**config.mk**
```make
export PLATFORM = sky130hd
export DESIGN_NAME = adcc_ctrl_reg
export DESIGN_NICKNAME = d
export VERILOG_FILES = /design/src/hw/adcc_pkg.sv /design/src/hw/adcc_ctrl_reg.sv
export SDC_FILE = /design/constraint.sdc
export NUM_CORES = 1
export LEC_CHECK = 0
export BUFFER_PORTS_ARGS = -buffer_cell sky130_fd_sc_hd__buf_2
export CORE_MARGIN = 5
export CORE_UTILIZATION = 63
export DETAILED_ROUTE_END_ITERATION = 10
export PLACE_DENSITY = 0.83
export REMOVE_ABC_BUFFERS = 1
export SETUP_SLACK_MARGIN = 0.15
export SLEW_MARGIN = 20
export SYNTH_ARGS = -nofsm -noshare
export SYNTH_HDL_FRONTEND = slang
export SYNTH_SLANG_ARGS = --single-unit
```
**constraint.sdc**
```tcl
create_clock -name clock -period 6 [get_ports clock]
set_input_delay 0.3 -clock clock [delete_from_list [all_inputs] [get_ports clock]]
set_output_delay 0.3 -clock clock [all_outputs]
set_load 0.05 [all_outputs]
```
**src/hw/adcc_pkg.sv**
```systemverilog
// package: field layout, constants and carriers for the adc control register
package adcc_pkg;
  // ==========================================================
  // frame and register layout
  localparam int CFG_W        = 12;
  localparam int FRAME_EDGES  = 16;
  localparam int CFG_EDGES    = 12;
  localparam int MUX_EDGE     = 14;
  localparam int LIST_W       = 16;
  localparam int RES_W        = 12;
  localparam int BIT_WRITE    = 11;
  localparam int BIT_SEQ      = 10;
  localparam int BIT_ADDR_HI  = 8;
  localparam int BIT_ADDR_LO  = 6;
  localparam int BIT_PM1      = 5;
  localparam int BIT_PM0      = 4;
  localparam int BIT_LISTSEL  = 3;
  localparam int BIT_RANGE    = 1;
  localparam int BIT_CODING   = 0;
  localparam logic [CFG_W-1:0] CFG_RESET = 12'hFF1;
  localparam logic [LIST_W-1:0] LIST_RESET = 16'h0000;
  // ==========================================================
  // timing
  localparam int CLK_NS       = 40;
  localparam int WAKE_NS      = 1000;
  localparam int WAKE_CYC     = (WAKE_NS + CLK_NS - 1) / CLK_NS;

  typedef enum logic [1:0] {
    ADCC_PM_INVALID  = 2'b00,
    ADCC_PM_AUTO     = 2'b01,
    ADCC_PM_SHUTDOWN = 2'b10,
    ADCC_PM_NORMAL   = 2'b11
  } adcc_pm_t;

  typedef struct packed {
    logic [2:0] channel;
    logic       powered;
    logic       awake;
    logic       range_ref;
    logic       straight_bin;
    logic       seq_active;
    logic       pm_invalid;
  } adcc_ctrl_t;
endpackage

```
**src/hw/adcc_ctrl_reg.sv**
```systemverilog
// module: serial control register of the eight-channel converter
`timescale 1ns/1ps
// Function
// - twelve-bit write-only configuration register, no read-back.
// - bits captured from serial input on falling serial clock edges.
// - word arrives while result shifts out; configures next conversion.
// - only first twelve falling edges load the register.
// - first bit is register bit 11, then downward to bit 0.
// - bit 11 high loads the other bits, low keeps the register.
// - bits 10 and 3 choose sequencer mode and list access.
// - address bits applied at conversion end, pick next or final channel.
// - address decodes as binary, value n selects input n.
// - output frame sends channel address before twelve result bits.
// - multiplexer switches to next channel on fourteenth falling edge.
// - power field: 11 normal, 10 shutdown, 01 auto, 00 invalid.
// - normal mode stays powered regardless of logic inputs.
// - full shutdown holds until a write changes the power field.
// - configuration kept while shut down.
// - auto mode shuts down at end of each conversion after update.
// - range bit 0 gives twice-reference span, 1 gives reference span.
// - coding bit 0 twos complement, 1 straight binary.
// - sequencer off: each conversion uses prior write's address.
// - list select alone: next frame's sixteen bits load channel list.
// - sequencer bit alone: write keeps running sequence going.
// - both set: consecutive channels from zero to address field.
module adcc_ctrl_reg (
  input  wire logic                      clock,
  input  wire logic                      rst_n,
  input  wire logic                      clk_en,
  input  wire logic                      sclk_pin,
  input  wire logic                      cs_n_pin,
  input  wire logic                      din_pin,
  input  wire logic [adcc_pkg::RES_W-1:0] result,
  output logic                           dout,
  output adcc_pkg::adcc_ctrl_t           ctrl
);
  import adcc_pkg::*;

  // ==========================================================
  // pin synchronisers
  // edges land 2-3 clocks late, so each sclk phase needs 3 clocks
  logic [1:0] sclk_s_r, cs_s_r, din_s_r;
  logic       sclk_d_r;
  always_ff @(posedge clock) begin
    if (!rst_n) begin
      sclk_s_r <= 2'h3;
      cs_s_r   <= 2'h3;
      din_s_r  <= 2'h0;
      sclk_d_r <= 1'b1;
    end else if (clk_en) begin
      sclk_s_r <= {sclk_s_r[0], sclk_pin};
      cs_s_r   <= {cs_s_r[0], cs_n_pin};
      din_s_r  <= {din_s_r[0], din_pin};
      sclk_d_r <= sclk_s_r[1];
    end
  end
  wire sclk_q = sclk_s_r[1];
  wire cs_q   = cs_s_r[1];
  wire din_q  = din_s_r[1];
  wire fall   = clk_en && !cs_q && sclk_d_r && !sclk_q;
  wire rise   = clk_en && !cs_q && !sclk_d_r && sclk_q;

  // ==========================================================
  // frame state
  logic [4:0]        edge_r, edge_nxt;
  logic [CFG_W-1:0]  shift_r, shift_nxt;
  logic [LIST_W-1:0] lshift_r, lshift_nxt;
  logic [CFG_W-1:0]  cfg_r, cfg_nxt;
  logic [LIST_W-1:0] list_r, list_nxt;
  logic              list_pend_r, list_pend_nxt;
  logic [2:0]        chan_r, chan_nxt;
  logic [2:0]        conv_ch_r, conv_ch_nxt;
  logic [3:0]        seq_idx_r, seq_idx_nxt;
  logic              seq_run_r, seq_run_nxt;
  logic              asleep_r, asleep_nxt;
  logic [$clog2(WAKE_CYC+1)-1:0] wake_r, wake_nxt;
  logic [15:0]       out_r, out_nxt;
  logic              cs_d_r;

  wire frame_start = clk_en && cs_d_r && !cs_q;
  wire frame_end   = clk_en && !cs_d_r && cs_q;
  wire [CFG_W-1:0] cfg_word = {shift_r[CFG_W-2:0], din_q};

  // next channel in list from idx, wrapping
  // full 16-slot scan: a wide mux, but it settles in one clock
  function automatic logic [3:0] list_next(input logic [LIST_W-1:0] l,
                                           input logic [3:0] from);
    logic [3:0] r;
    logic       hit;
    r   = from;
    hit = 1'b0;
    for (int k = 1; k <= LIST_W; k++) begin
      if (!hit && l[LIST_W-1-4'((from + 4'(k)) % LIST_W)]) begin
        r   = 4'((from + 4'(k)) % LIST_W);
        hit = 1'b1;
      end
    end
    return r;
  endfunction

  always_comb begin
    edge_nxt      = edge_r;
    shift_nxt     = shift_r;
    lshift_nxt    = lshift_r;
    cfg_nxt       = cfg_r;
    list_nxt      = list_r;
    list_pend_nxt = list_pend_r;
    chan_nxt      = chan_r;
    conv_ch_nxt   = conv_ch_r;
    seq_idx_nxt   = seq_idx_r;
    seq_run_nxt   = seq_run_r;
    asleep_nxt    = asleep_r;
    wake_nxt      = wake_r;
    out_nxt       = out_r;
    if (frame_start) begin
      edge_nxt = '0;
      // address of this result leads the data
      out_nxt  = {1'b0, conv_ch_r, result};
    end
    if (rise && edge_r != 5'd0)
      out_nxt = {out_r[14:0], 1'b0};
    if (fall && edge_r < 5'(FRAME_EDGES)) begin
      edge_nxt   = edge_r + 5'd1;
      lshift_nxt = {lshift_r[LIST_W-2:0], din_q};
      if (edge_r < 5'(CFG_EDGES))
        shift_nxt = cfg_word;      // msb first
      if (edge_r == 5'(CFG_EDGES-1) && !list_pend_r && cfg_word[BIT_WRITE])
        cfg_nxt = cfg_word;
      if (edge_r == 5'(MUX_EDGE-1))
        chan_nxt = conv_ch_r;
    end
    if (frame_end) begin
      if (list_pend_r) begin
        // list frame: its bits feed the list, the word path stays shut
        list_nxt      = lshift_r;
        list_pend_nxt = 1'b0;
        seq_run_nxt   = 1'b1;
        seq_idx_nxt   = list_next(lshift_r, 4'hF);
        conv_ch_nxt   = 3'(list_next(lshift_r, 4'hF));
      end else if (cfg_r[BIT_SEQ] && cfg_r[BIT_LISTSEL]) begin
        // consecutive 0..addr
        seq_run_nxt = 1'b1;
        conv_ch_nxt = (seq_run_r && conv_ch_r < cfg_r[BIT_ADDR_HI:BIT_ADDR_LO])
                      ? conv_ch_r + 3'd1 : 3'd0;
      end else if (cfg_r[BIT_SEQ] && seq_run_r) begin
        // running sequence untouched
        seq_idx_nxt = list_next(list_r, seq_idx_r);
        conv_ch_nxt = 3'(list_next(list_r, seq_idx_r));
      end else begin
        seq_run_nxt   = 1'b0;
        conv_ch_nxt   = cfg_r[BIT_ADDR_HI:BIT_ADDR_LO];
        list_pend_nxt = !cfg_r[BIT_SEQ] && cfg_r[BIT_LISTSEL];
      end
      // auto mode sleeps here and wakes at the next cs fall
      asleep_nxt = cfg_r[BIT_PM1:BIT_PM0] != ADCC_PM_NORMAL;
    end
    if (clk_en) begin
      if (cfg_r[BIT_PM1:BIT_PM0] == ADCC_PM_NORMAL)
        asleep_nxt = 1'b0;
      else if (cfg_r[BIT_PM1:BIT_PM0] == ADCC_PM_AUTO && frame_start)
        asleep_nxt = 1'b0;
      // awake lags powered by the wake time; earlier results are suspect
      if (asleep_nxt)
        wake_nxt = '0;
      else if (wake_r < ($bits(wake_r))'(WAKE_CYC))
        wake_nxt = wake_r + 1'b1;
    end
  end

  always_ff @(posedge clock) begin
    if (!rst_n) begin
      edge_r      <= '0;
      shift_r     <= '0;
      lshift_r    <= '0;
      cfg_r       <= CFG_RESET;
      list_r      <= LIST_RESET;
      list_pend_r <= 1'b0;
      chan_r      <= '0;
      conv_ch_r   <= '0;
      seq_idx_r   <= '0;
      seq_run_r   <= 1'b0;
      asleep_r    <= 1'b0;
      wake_r      <= '0;
      out_r       <= '0;
      cs_d_r      <= 1'b1;
    end else begin
      edge_r      <= edge_nxt;
      shift_r     <= shift_nxt;
      lshift_r    <= lshift_nxt;
      cfg_r       <= cfg_nxt;   // kept through shutdown
      list_r      <= list_nxt;
      list_pend_r <= list_pend_nxt;
      chan_r      <= chan_nxt;
      conv_ch_r   <= conv_ch_nxt;
      seq_idx_r   <= seq_idx_nxt;
      seq_run_r   <= seq_run_nxt;
      asleep_r    <= asleep_nxt;
      wake_r      <= wake_nxt;
      out_r       <= out_nxt;
      if (clk_en)
        cs_d_r <= cs_q;
    end
  end

  // ==========================================================
  // outputs; word applies to the following conversion
  // nothing reads cfg_r back out; dout only carries the channel address and results
  assign dout              = out_r[15];
  assign ctrl.channel      = chan_r;
  assign ctrl.powered      = !asleep_r;
  assign ctrl.awake        = !asleep_r && wake_r == ($bits(wake_r))'(WAKE_CYC);
  assign ctrl.range_ref    = cfg_r[BIT_RANGE];
  assign ctrl.straight_bin = cfg_r[BIT_CODING];
  assign ctrl.seq_active   = seq_run_r;
  assign ctrl.pm_invalid   = cfg_r[BIT_PM1:BIT_PM0] == ADCC_PM_INVALID;

  // ==========================================================
  // checks
  a_write_gated: assert property (@(posedge clock) disable iff (!rst_n)
    (cfg_r != $past(cfg_r)) |-> $past(cfg_word[BIT_WRITE]))
    else $error("config changed without write bit");
  a_late_bits: assert property (@(posedge clock) disable iff (!rst_n)
    (fall && edge_r >= 5'(CFG_EDGES)) |=> $stable(cfg_r))
    else $error("config changed after twelfth edge");
  a_mux_edge: assert property (@(posedge clock) disable iff (!rst_n)
    (chan_r != $past(chan_r)) |-> $past(fall && edge_r == 5'(MUX_EDGE-1)))
    else $error("mux moved off fourteenth edge");
  a_normal_pwr: assert property (@(posedge clock) disable iff (!rst_n)
    (clk_en && cfg_r[5:4] == ADCC_PM_NORMAL) |=> ctrl.powered)
    else $error("normal mode not powered");
  a_shutdown_hold: assert property (@(posedge clock) disable iff (!rst_n)
    (asleep_r && cfg_r[5:4] == ADCC_PM_SHUTDOWN && $stable(cfg_r))
      |=> asleep_r)
    else $error("shutdown left without write");
  a_range_out: assert property (@(posedge clock) disable iff (!rst_n)
    ctrl.range_ref == cfg_r[BIT_RANGE])
    else $error("range output mismatch");
  a_addr_first: assert property (@(posedge clock) disable iff (!rst_n)
    frame_start |=> out_r[14:12] == $past(conv_ch_r))
    else $error("address not ahead of result");
  a_edge_bound: assert property (@(posedge clock) disable iff (!rst_n)
    edge_r <= 5'(FRAME_EDGES))
    else $error("edge count overflow");
  c_write: cover property (@(posedge clock) disable iff (!rst_n)
    fall && edge_r == 5'(CFG_EDGES-1) && cfg_word[BIT_WRITE]);
  c_list: cover property (@(posedge clock) list_pend_r ##1 !list_pend_r);
  c_sleep: cover property (@(posedge clock) !asleep_r ##1 asleep_r);
  c_seq: cover property (@(posedge clock) seq_run_r && cfg_r[BIT_LISTSEL]);
  c_auto: cover property (@(posedge clock) disable iff (!rst_n)
    frame_end && cfg_r[BIT_PM1:BIT_PM0] == ADCC_PM_AUTO);

  // ==========================================================
  // checks: loading, sequencer, power, clock enable freeze and coding output
  a_cfg_load: assert property (
    @(posedge clock) disable iff (!rst_n)
    (fall && edge_r == 5'(CFG_EDGES-1) && !list_pend_r &&
     cfg_word[BIT_WRITE]) |=> cfg_r == $past(cfg_word))
    else $error("written word not loaded");
  a_list_load: assert property (
    @(posedge clock) disable iff (!rst_n)
    (frame_end && list_pend_r) |=> list_r == $past(lshift_r) && !list_pend_r)
    else $error("channel list not loaded");
  a_list_no_cfg: assert property (
    @(posedge clock) disable iff (!rst_n)
    (fall && list_pend_r) |=> $stable(cfg_r))
    else $error("list frame touched config");
  a_plain_chan: assert property (
    @(posedge clock) disable iff (!rst_n)
    (frame_end && !list_pend_r && !cfg_r[BIT_SEQ]) |=>
      (!seq_run_r && conv_ch_r == $past(cfg_r[BIT_ADDR_HI:BIT_ADDR_LO])))
    else $error("plain mode channel not from address");
  a_consec_seq: assert property (
    @(posedge clock) disable iff (!rst_n)
    (frame_end && !list_pend_r && cfg_r[BIT_SEQ] && cfg_r[BIT_LISTSEL]) |=>
      (seq_run_r && conv_ch_r <= $past(cfg_r[BIT_ADDR_HI:BIT_ADDR_LO])))
    else $error("consecutive sequence past final channel");
  a_seq_keep: assert property (
    @(posedge clock) disable iff (!rst_n)
    (frame_end && !list_pend_r && cfg_r[BIT_SEQ] && !cfg_r[BIT_LISTSEL] &&
     seq_run_r) |=> seq_run_r)
    else $error("running sequence interrupted");
  a_auto_sleep: assert property (
    @(posedge clock) disable iff (!rst_n)
    (frame_end && cfg_r[BIT_PM1:BIT_PM0] == ADCC_PM_AUTO) |=> !ctrl.powered)
    else $error("auto mode stayed powered");
  a_sleep_cfg: assert property (
    @(posedge clock) disable iff (!rst_n)
    (asleep_r && !fall) |=> $stable(cfg_r))
    else $error("config lost in shutdown");
  a_wake_late: assert property (
    @(posedge clock) disable iff (!rst_n)
    $rose(ctrl.powered) |-> !ctrl.awake)
    else $error("awake without wake time");
  a_freeze_all: assert property (
    @(posedge clock) disable iff (!rst_n)
    !clk_en |=> ($stable(cfg_r) && $stable(edge_r) && $stable(out_r) &&
                 $stable(list_r)))
    else $error("state moved with clock enable low");
  a_coding_out: assert property (
    @(posedge clock) disable iff (!rst_n)
    ctrl.straight_bin == cfg_r[BIT_CODING])
    else $error("coding output mismatch");
endmodule

```
==> Word level (Yosys, flattened, before mapping) <==
Index checks and enable logic that the tools add are counted.
{ "totals": {"reg_bits": 101, "input_bits": 18, "elab_cells": 394} }
{ "op_classes": {"n_addsub": 34, "order_cmp": 20, "n_eq_ne": 9, "mux": 208, "bitwise": 1, "reduce_logical": 102} }
{ "op_table": {"columns": ["operator", "count"], "rows": [
  ["32-bit by 5-bit < comparator with 1-bit output (second input constant)", 16],
  ["1-bit two-way mux", 147],
  ["4-bit two-way mux", 35],
  ["4-bit by 4-bit subtractor with 5-bit output (first input constant)", 16],
  ["1-bit binary-select mux with 4-bit select", 16],
  ["1-bit logical AND", 49],
  ["1-bit logical NOT", 37],
  ["4-bit adder (second input constant)", 8],
  ["16-bit two-way mux", 2],
  ["5-bit two-way mux", 4],
  ["4-bit by 3-bit adder with 4-bit output (second input constant)", 4],
  ["16-bit nonzero test", 1],
  ["3-bit two-way mux", 4],
  ["2-bit AND reduction", 6],
  ["5-bit by 1-bit adder with 5-bit output (second input constant)", 2],
  ["5-bit by 4-bit equality test with 1-bit output (second input constant)", 2],
  ["5-bit < comparator (second input constant)", 2],
  ["4-bit by 2-bit adder with 4-bit output (second input constant)", 2],
  ["2-bit nonzero test", 4],
  ["2-bit inequality test (second input constant)", 3],
  ["5-bit equality test (second input constant)", 1],
  ["5-bit by 4-bit < comparator with 1-bit output (second input constant)", 1],
  ["5-bit AND reduction", 1],
  ["5-bit nonzero test", 1],
  ["other kinds (10)", 10]
]} }

==> Longest topological paths before layout <==
Gate-level depths: netlist of the first run.
{ "logic_depth": {"ltp_word": 113, "ltp_mapped": 16, "mapped_depth_nobuf": 11} }

==> Worst setup path after synthesis of the first run <==
Ideal clock, no wire load.
{ "synth_timing": {"path_type": "register to register", "startpoint": "register seq_idx_r[1]", "endpoint": "register seq_idx_r[1]", "arrival_ns": 4.172, "t_required_ns": 5.925, "path_slack_ns": 1.753, "stages_incl_launch_ff": 15, "cell_sequence": "dfxtp_1 clkbuf_1 clkbuf_1 inv_1 ha_1 buf_1 mux4_2 mux4_2 or3b_4 nor3_2 and4_1 buf_6 nand2_2 o31a_1 o22ai_1"} }
{ "synth_via": {"elab_chain_cells": 113, "word_cells_on_any_way": 187, "classes_between": "add/sub: 31; mux: 126; reduce/logical: 30"} }
{ "synth_rtl": {"columns": ["item", "line_no", "source"], "rows": [
  ["start: declaration", "adcc_ctrl_reg.sv:73", "logic [3:0] seq_idx_r, seq_idx_nxt;"],
  ["start signal: assignment", "adcc_ctrl_reg.sv:195", "seq_idx_r <= seq_idx_nxt;"],
  ["4-bit by 1-bit adder with 4-bit output", null, null],
  ["4-bit by 4-bit subtractor with 5-bit output", "adcc_ctrl_reg.sv:93", "if (!hit && l[LIST_W-1-4'((from + 4'(k)) % LIST_W)]) begin"],
  ["1-bit binary-select mux with 4-bit select", "adcc_ctrl_reg.sv:93", null],
  ["1-bit two-way mux (implied by the code)", "adcc_ctrl_reg.sv:93", null],
  ["1-bit two-way mux", "adcc_ctrl_reg.sv:93", null],
  ["1-bit two-way mux", "adcc_ctrl_reg.sv:145", "end else if (cfg_r[BIT_SEQ] && seq_run_r) begin"],
  ["1-bit two-way mux", "adcc_ctrl_reg.sv:140", "end else if (cfg_r[BIT_SEQ] && cfg_r[BIT_LISTSEL]) begin"],
  ["1-bit two-way mux", "adcc_ctrl_reg.sv:133", "if (list_pend_r) begin"],
  ["(+97 left out)", null, null],
  ["1-bit two-way mux", "adcc_ctrl_reg.sv:133", null],
  ["1-bit two-way mux", "adcc_ctrl_reg.sv:132", "if (frame_end) begin"],
  ["1-bit logical NOT", "adcc_ctrl_reg.sv:93", null],
  ["1-bit logical AND", "adcc_ctrl_reg.sv:93", null],
  ["4-bit two-way mux *", null, null],
  ["4-bit two-way mux *", "adcc_ctrl_reg.sv:145", null],
  ["4-bit two-way mux *", "adcc_ctrl_reg.sv:140", null],
  ["4-bit two-way mux *", "adcc_ctrl_reg.sv:133", null]
]} }
Mark *: on every way between the ends. The rest lies on a longest branch, timed or not. The select of a mux whose other input is x is not followed.
A chain may end at the register's enable or synchronous reset.

==> Worst setup path in the final report of the first run <==
{ "layout_timing": {"startpoint": "register seq_idx_r[0]", "endpoint": "register seq_idx_r[3]"} }
{ "layout_via": {"elab_chain_cells": 111, "word_cells_on_any_way": 190, "classes_between": "add/sub: 31; eq/ne: 1; mux: 126; reduce/logical: 32"} }
{ "layout_rtl": {"columns": ["item", "line_no"], "rows": [
  ["4-bit by 1-bit adder with 4-bit output", null],
  ["4-bit by 4-bit subtractor with 5-bit output", "adcc_ctrl_reg.sv:93"],
  ["1-bit binary-select mux with 4-bit select", "adcc_ctrl_reg.sv:93"],
  ["1-bit two-way mux (implied by the code)", "adcc_ctrl_reg.sv:93"],
  ["1-bit two-way mux", "adcc_ctrl_reg.sv:93"],
  ["1-bit two-way mux", "adcc_ctrl_reg.sv:145"],
  ["1-bit two-way mux", "adcc_ctrl_reg.sv:140"],
  ["1-bit two-way mux", "adcc_ctrl_reg.sv:133"],
  ["(+95 left out)", null],
  ["1-bit two-way mux", "adcc_ctrl_reg.sv:145"],
  ["1-bit two-way mux", "adcc_ctrl_reg.sv:140"],
  ["1-bit two-way mux", "adcc_ctrl_reg.sv:133"],
  ["1-bit two-way mux", "adcc_ctrl_reg.sv:132"],
  ["1-bit logical NOT", "adcc_ctrl_reg.sv:93"],
  ["1-bit logical AND", "adcc_ctrl_reg.sv:93"],
  ["2-bit inequality test (no line)", null],
  ["5-bit AND reduction (no line)", null]
]} }
Parallel ways exist; a longest one is shown, timed or not. The select of a mux whose other input is x is not followed.

==> results.md, run 1 <==
- The run finished with clean final reports.
- Based on the critical path, the design can be clocked at up to 0.215 GHz.
- The net switching power of the design is 276 uW.
- The die span in x is 111 um.
- Excluding fillers, the count of instances in the completed layout stands at 930.
- Clock latency on the worst-skew pair, taken at its later pin, is 0.38 ns.
- The synthesized design contains a little under 100 register bits.
- The combinational cell fraction of total power is 3.9%.
- After synthesis, the most frequently instantiated cells are 150 x sky130_fd_sc_hd__nand2_1, 99 x sky130_fd_sc_hd__dfxtp_1, 72 x sky130_fd_sc_hd__a21oi_1.
- The area growth from synthesis to layout is 4.68%.
- The number of different library cells used by synthesis comes to 65.
- The proportion of register bits with asynchronous set or reset after synthesis is 0%.
- The mean cell area of the mapped netlist is 8.15 um2.
- No sink is reached through more buffers than the 2 on the longest clock path.
- For this run, the leading register cell type out of synthesis is sky130_fd_sc_hd__dfxtp_1.
- The count of maximum capacitance violations is 0.
- Measured against its own limit, the worst slew margin works out to 34.6%.
- The number of global-route vias before repair came to 5540.
- The maximum net fanout on the critical path is 31.
- Setup violations remaining at the end of the flow were counted as 0.
- The number of max-slew violations in the final report is 0.
- VDD sags by at most 0.000182 V.
- For this run the aggregate overflow at the end of global routing stands at 0.
- Using the TritonRoute via totals, the vias-per-cell ratio works out to around 6.4.
- Setup total negative slack on the finished layout was measured at 0 ns.
- Synthesis produced around 800 cells.
- From bottom edge to top edge, the die measures 111 um.
- The leakage power total is approximately 2.4 nW.
- The starting density of the core is around 64%.
- The cell-internal power is between 800 and 900 uW.
- The hold-fix buffer count after cts is 0.
- After synthesis, flip-flops and latches occupy 30.6% of the total area.
- The count of port buffers added during placement is 27.
- The switching part of the total is between 20% and 30%.
- The top-level I/O count is 28.
- In this run, CTS created clock tree buffers numbering 9.
- The number of instances resized during post-cts repair is 0.
- The die covers 12400 um2.
- The post-CTS setup buffer count is 0.
- The area fraction of the dominant cell type after synthesis is a little under a third.
- The share of total power dissipated in the clock network is 35.5%.
- After floorplanning, the core was divided into 37 placement rows.
- In this run the worst hold path is classified as in2reg.
- Entering global routing, the biggest net connects 77 pins.
- The congestion estimate from routability-driven global placement came to 0.961.
- For the pin with the worst max-slew slack, the measured transition is 0.977 ns.
- The first TritonRoute pass finished after 5 iterations.
- For the finished layout, the period the worst path requires is 4.66 ns.
- The data required time at the worst endpoint is 6.29 ns.
- The global-route wire length before repair is between 20000 and 30000 um.
- The number of antenna violations at the first check in global routing is 0.
- CTS saw 99 sinks.
- Setup repair after global routing left no endpoint under its margin.
- The hold violation count in the final report was 0.
- The arrival time reported for the critical path endpoint is 4.94 ns.
- The number of DRC violations after detailed-routing iteration 0 is 471.
- The global-route total usage across every layer is 27.4%.
- Yosys mapped a number of flops with a built-in enable equal to 0.
- The HPWL after detailed placement is 12500 um.
- The number of levels in the clock H-tree is 3.
- The post-route clock period utilization is 77.6%.
- In the final routed layout, each cell accounts on average for 18.4 um.
- For this run, the number of Yosys warnings is 0.
- The detailed-route via count is 5977.
- The clock tree root driver cell is sky130_fd_sc_hd__clkbuf_8.
- The number of routed nets with antenna violations is 0.
- The most common cell in the synthesized netlist is sky130_fd_sc_hd__nand2_1.
- The post-detailed-routing wire length is ~17000 um.
- Clock-pin slew was measured on the worst setup and hold paths at 0.10 ns.
- The power per cell area is 164 nW/um2.
- The fraction of layout instances using a drive strength above 1 is 12.2%.
- The library cell occupying the most area in the post-synthesis netlist is sky130_fd_sc_hd__dfxtp_1.
- For the final database, setup skew stands at 0.0166 ns.
- After synthesis, the cell types taking the most area are sky130_fd_sc_hd__dfxtp_1 31%, sky130_fd_sc_hd__nand2_1 8.7%, sky130_fd_sc_hd__mux2i_1 8.3%, sky130_fd_sc_hd__a21oi_1 5.6%, sky130_fd_sc_hd__mux4_2 4.9%.
- STA classifies the critical path startpoint as a register.
- In this run, flip-flops and latches consume 60.6% of the power.
- The netlist area before placement is 6480 um2.
- The number of nets in the layout is roughly 820.
- The worst setup path is of the reg2reg kind.
- The clock tree from TritonCTS is yes.
- The number of diodes is 0.
- The number of placed cells counting well taps is 914.
- STA classifies the critical path endpoint as a register.
- For this run, design rule violations remaining after detail routing come to 0.
- The floorplan step defined a core boundary enclosing 10200 um2.
path summary, 6_finish.rpt:
| kind | start | to | slack (ns) | cells after the start |
|---|---|---|---|---|
| worst min register to register | shift_r[8] | shift_r[9] | 0.45 | 2 |
| worst min-delay path | sclk_pin | sclk_s_r[0] | 0.14 | 3 |
| worst max-delay path | seq_idx_r[0] | seq_idx_r[3] | 1.34 | 11 |
| worst max register to register | seq_idx_r[0] | seq_idx_r[3] | 1.34 | 11 |
sequential cells by signal, summed over array words and instances, names as in the netlist, 3 cells and up:
register and cells:
cfg_r 9, lshift_r 16, conv_ch_r 3, list_r 16, shift_r 11, wake_r 5, seq_idx_r 4, out_r 16
chan_r 3, edge_r 5
through the flow:
step           setup WS [ns]  power (mW)  hold slack [ns]  util, %  instance area [um2]
2_1_floorplan           1.49       0.711            0.362        -                 6230
3_3_place_gp            1.57       0.728            0.437     64.9                 6610
3_5_place_dp            1.38       0.731            0.443     64.9                 6610
4_1_cts                 1.37        1.12            0.120     66.6                 6780
5_1_grt                 1.08        1.15            0.139     66.6                 6780
6_report                1.34        1.11            0.141     66.6                 6780
critical path, stage by stage (launching register included):
cell	delay, ns
sky130_fd_sc_hd__dfxtp_1	0.32
sky130_fd_sc_hd__buf_4	0.35
sky130_fd_sc_hd__inv_1	0.16
sky130_fd_sc_hd__ha_1	0.90
sky130_fd_sc_hd__mux4_1	0.50
sky130_fd_sc_hd__mux4_2	0.61
sky130_fd_sc_hd__or3b_4	0.47
sky130_fd_sc_hd__nor3_2	0.31
sky130_fd_sc_hd__and4_1	0.42
sky130_fd_sc_hd__a21o_4	0.18
sky130_fd_sc_hd__a31oi_1	0.05
sky130_fd_sc_hd__a221oi_2	0.28
cells in the final DEF, fill, tap and decap left out, types with 3 or more instances in the layout:
master                     synthesis  final
sky130_fd_sc_hd__nor4_1            6      6
sky130_fd_sc_hd__buf_2             5     27
sky130_fd_sc_hd__and3_1            5      5
sky130_fd_sc_hd__inv_1            20     19
sky130_fd_sc_hd__nand2_1         150    150
sky130_fd_sc_hd__or2_2             3      3
sky130_fd_sc_hd__nand2b_1          6      6
sky130_fd_sc_hd__ha_1             16     16
sky130_fd_sc_hd__a21oi_1          72     72
sky130_fd_sc_hd__a21boi_0          3      3
sky130_fd_sc_hd__o32ai_1           4      4
sky130_fd_sc_hd__xnor2_1           8      8
sky130_fd_sc_hd__o31ai_1           5      5
sky130_fd_sc_hd__o22ai_1           3      3
sky130_fd_sc_hd__a31oi_1          10     10
sky130_fd_sc_hd__o21ai_0          30     30
sky130_fd_sc_hd__dfxtp_1          99     99
sky130_fd_sc_hd__xor2_1            5      5
sky130_fd_sc_hd__and2_1            5      5
sky130_fd_sc_hd__nor2_1           71     71
sky130_fd_sc_hd__a211o_1           3      3
sky130_fd_sc_hd__mux2_2           19     19
sky130_fd_sc_hd__mux2i_1          54     54
sky130_fd_sc_hd__a311oi_1         16     16
sky130_fd_sc_hd__and4_1            3      3
sky130_fd_sc_hd__nor3_1           12     12
sky130_fd_sc_hd__a22oi_1           4      4
sky130_fd_sc_hd__o211ai_1          9      9
sky130_fd_sc_hd__buf_4             4      8
sky130_fd_sc_hd__nor2b_1           5      5
sky130_fd_sc_hd__mux4_2           14     14
sky130_fd_sc_hd__nand3_1          33     33
sky130_fd_sc_hd__clkbuf_8          1      9
sky130_fd_sc_hd__nand3b_1          4      4
sky130_fd_sc_hd__nor3b_1           5      4
sky130_fd_sc_hd__mux4_1            7      7
kinds of logic after synthesis:
family | count (synthesis) | share of synthesized area [%]
xor+xnor | 13 | 1.76
compound gates | 180 | 18.1
buf+inv | 74 | 5.00
mux | 94 | 19.4
fa+ha+maj | 16 | 3.09
flops | 99 | 30.6
simple gates | 319 | 22.1
power by group through the flow:
stage	Combinational, mW	Sequential, mW	Clock [mW]
finish	0.0436	0.673	0.395
global route	0.0494	0.674	0.429
CTS	0.0434	0.673	0.401
detailed placement	0.0431	0.688	0
global placement	0.0409	0.687	0
floorplan	0.0259	0.685	0
final cells by class:
cell class                      instances  area [um2]
Multi-Input combinational cell        622        4180
Clock buffer                           10         128
Inverter                               22        82.6
Sequential cell                        99        1980
Fill cell                             843        3410
Clock inverter                          6        46.3
Timing Repair Buffer                   35         195
Tap cell                              136         170
layer usage:
layer	vias to the layer above	track usage, %	part of all wire (%)
met5	-	0	0
met4	0	10.9	3.3
met3	43	4.18	7.2
met2	251	42.8	45
met1	2813	38.1	44
li1	2870	-	-
Power figures use the tool's default switching activity.
==> run 2: changes to the inputs <==
==> constraint.sdc (replaced) <==
create_clock -name clock -period 4.3 [get_ports clock]
set_input_delay 0.215 -clock clock [delete_from_list [all_inputs] [get_ports clock]]
set_output_delay 0.215 -clock clock [all_outputs]
set_load 0.05 [all_outputs]
==> results.md, run 2 (same netlist as run 1, synthesis figures left out) <==
- In this run the standard cell core region covers 10200 um2.
- Setup repair after global routing left no endpoint under its margin.
- The arrival time reported for the critical path endpoint is between 4 and 5 ns.
- The number of instances resized during post-cts repair is 0.
- The number of diodes is 0.
- The clock period could shrink to ~4 ns.
- The cell-internal power is 1.19 mW.
- The length in cells of the worst reg-to-reg path is 11.
- The smallest setup slack after layout is 0.401 ns.
- In this run the remaining antenna-violating nets after routing total 0.
- The data required time at the worst endpoint is 4.60 ns.
- The pin count of the biggest net entering global routing is 76.
- The maximum net fanout on the critical path is 9.
- The number of antenna violations at the first check in global routing is 0.
- The final-report setup violation count is 0.
- The cell row count is 37.
- The launch point of the worst hold path is sclk_pin.
- The number of global-route vias before repair is 5628.
- For the pin with the worst max-slew slack, the measured transition is 0.963 ns.
- The clock skew after layout is 0.0221 ns.
- The endpoint of the lowest-slack register-to-register path is conv_ch_r[2].
- Detailed placement ended at an HPWL of 12800 um.
- In the final routed layout, each cell accounts on average for 18.6 um.
- The switching part of the total is approximately 27%.
- The clock passes through at most 2 buffers.
- The number of filler instances in the final layout is 850.
- The commonest non-fill, non-tap cell in the layout is sky130_fd_sc_hd__nand2_1.
- After detailed routing, the number of remaining DRC violations is 0.
- The die covers 12400 um2.
- The post-CTS clock slew at the launch and capture registers of the worst setup and hold paths is 0.12 ns.
- For this design the ratio of total power to cell area is 236 nW/um2.
- The largest registers in the layout are list_r (16), lshift_r (16), out_r (16).
- The number of clock sinks is 99.
- The run finished with clean final reports.
- The setup check on the worst reg-to-reg path leaves a slack of 0.40 ns.
- Measured against its own limit, the worst slew margin works out to 35.5%.
- Static timing analysis puts the maximum clock frequency at 0.256 GHz.
- The tree is rooted in a sky130_fd_sc_hd__clkbuf_8.
- The count of buffers added on input and output ports is 27.
- The total overflow left after global routing is 0.
- Compared with the post-synthesis result, the final layout area differs by 6.70%.
- The post-detailed-routing wire length is 17500 um.
- Combinational logic is responsible for between 3 and 4% of the overall power.
- In the layout the commonest cells are 150 x sky130_fd_sc_hd__nand2_1, 99 x sky130_fd_sc_hd__dfxtp_1, 72 x sky130_fd_sc_hd__a21oi_1, 71 x sky130_fd_sc_hd__nor2_1, 54 x sky130_fd_sc_hd__mux2i_1.
- The number of levels in the clock H-tree is 3.
- In this run the critical register-to-register path is launched from seq_idx_r[1].
- Across the run, the number of max-cap violations was 0.
- The most critical setup path has its startpoint at seq_idx_r[1].
- Before antenna repair, the detailed router went through 5 iterations.
- The path class of the lowest-slack min-delay path is in2reg.
- The number of setup buffers added after CTS is 0.
- The net switching power of the design is approximately 440 uW.
- For this design, the CTS-stage hold fixing added 0 buffers.
- Global routing used 28.0% of the available tracks across all layers.
- The number of max-slew violations in the final report is 0.
- The vertical die dimension is 111 um.
- From left edge to right edge, the die measures 111 um.
- Across all layers, the routed design uses 6012 vias.
- Routability-driven placement finished with a final weighted congestion of between 1 and 1.5.
- The first routing iteration left 761 violations.
- The setup TNS is 0 ns.
- The portion of total power attributed to sequential cells is 57.8%.
- Once the floorplan was initialized, standard cells occupied between 60% and 70% of the core.
- Following the worst setup path forward leads to its endpoint at conv_ch_r[2].
- The clock insertion delay at the later pin of the skew report is 0.37 ns.
- The fraction of layout instances using a drive strength above 1 is 13.6%.
- The classification of the worst setup path is reg2reg.
- The global-route wire length before repair is 28900 um.
- Before CTS, the worst setup slack after placement is between 0.5 and 0.6 ns.
- Summed over all cells, the static leakage comes to 2.50 nW.
- The via-per-instance ratio is about 6.4.
- The number of nets in the layout is 835.
- After layout, the worst path uses about nine tenths of the clock period.
- The clock buffer count from CTS is 9.
- The hold violation count in the final report was 0.
- Of the total power, the clock network draws between 30% and 40%.
- The launching element type of the critical path is a register.
- VDD sags by at most 0.000223 V.
- TritonCTS built the clock tree.
- The worst setup path is captured at a register.
- 28 I/O pins were placed.
[run 2: cell types whose count changed in the layout (fill, tap and decap cells not counted)]
cell                         change
sky130_fd_sc_hd__buf_4          +12
sky130_fd_sc_hd__clkbuf_1        -1
sky130_fd_sc_hd__clkinv_2        -2
sky130_fd_sc_hd__clkinv_8        +3
sky130_fd_sc_hd__clkinvlp_4      -1
sky130_fd_sc_hd__inv_12          +1
sky130_fd_sc_hd__inv_6           +1
sky130_fd_sc_hd__inv_8           -1
[run 2: metrics by stage]
stage                     hold slack (ns)  power (mW)  cell area [um2]  cells  utilization (%)
after floorplan                     0.277       0.992             6230    743                -
after global placement              0.431        1.02             6700    926             65.7
after detailed placement            0.453        1.02             6700    926             65.7
after CTS                          0.0586        1.63             6910    942             67.9
after global routing               0.0652        1.69             6910    942             67.9
final                              0.0659        1.63             6910    942             67.9
[run 2: critical path, stage by stage (launching register included)]
cell	delay [ns]
sky130_fd_sc_hd__dfxtp_1	0.35
sky130_fd_sc_hd__buf_4	0.18
sky130_fd_sc_hd__ha_1	0.21
sky130_fd_sc_hd__xnor2_1	0.59
sky130_fd_sc_hd__mux2_2	0.44
sky130_fd_sc_hd__mux4_2	0.58
sky130_fd_sc_hd__or3b_4	0.33
sky130_fd_sc_hd__nor3_2	0.08
sky130_fd_sc_hd__and4_1	0.30
sky130_fd_sc_hd__a2111oi_0	0.50
sky130_fd_sc_hd__o211ai_1	0.17
sky130_fd_sc_hd__o211ai_1	0.12
[run 2: area by class of cell]
cell class	instances	area, um2	share of cell area, %
multi-input combinational	622	4180	60.4
inverter	22	82.6	1.20
tap	136	170	2.46
clock buffer	9	124	1.79
clock inverter	7	91.3	1.32
timing repair buffer	47	285	4.13
sequential	99	1980	28.7
[run 2: power groups by stage]
stage / Clock (mW) / Sequential, mW / Combinational, mW
after floorplan: 0 / 0.956 / 0.0362
after global placement: 0 / 0.960 / 0.0572
after detailed placement: 0 / 0.961 / 0.0604
after CTS: 0.634 / 0.940 / 0.0606
after global routing: 0.678 / 0.942 / 0.0684
final: 0.626 / 0.940 / 0.0611
[run 2: routing by layer]
metal,track usage [%],routed length (um),up-vias
met5,0,0,-
li1,-,-,2891
met1,37.9,7540,2811
met2,44.7,8090,253
met3,4.46,1170,57
met4,11.9,710,0
[run 2: worst min path at each step]
stage / to / slack [ns] / depth (start not counted)
after floorplan: cfg_r[0] / 0.28 / 1
after global placement: sclk_s_r[0] / 0.43 / 3
after detailed placement: shift_r[2] / 0.45 / 2
after CTS: sclk_s_r[0] / 0.06 / 3
after global routing: sclk_s_r[0] / 0.07 / 3
final: sclk_s_r[0] / 0.07 / 3
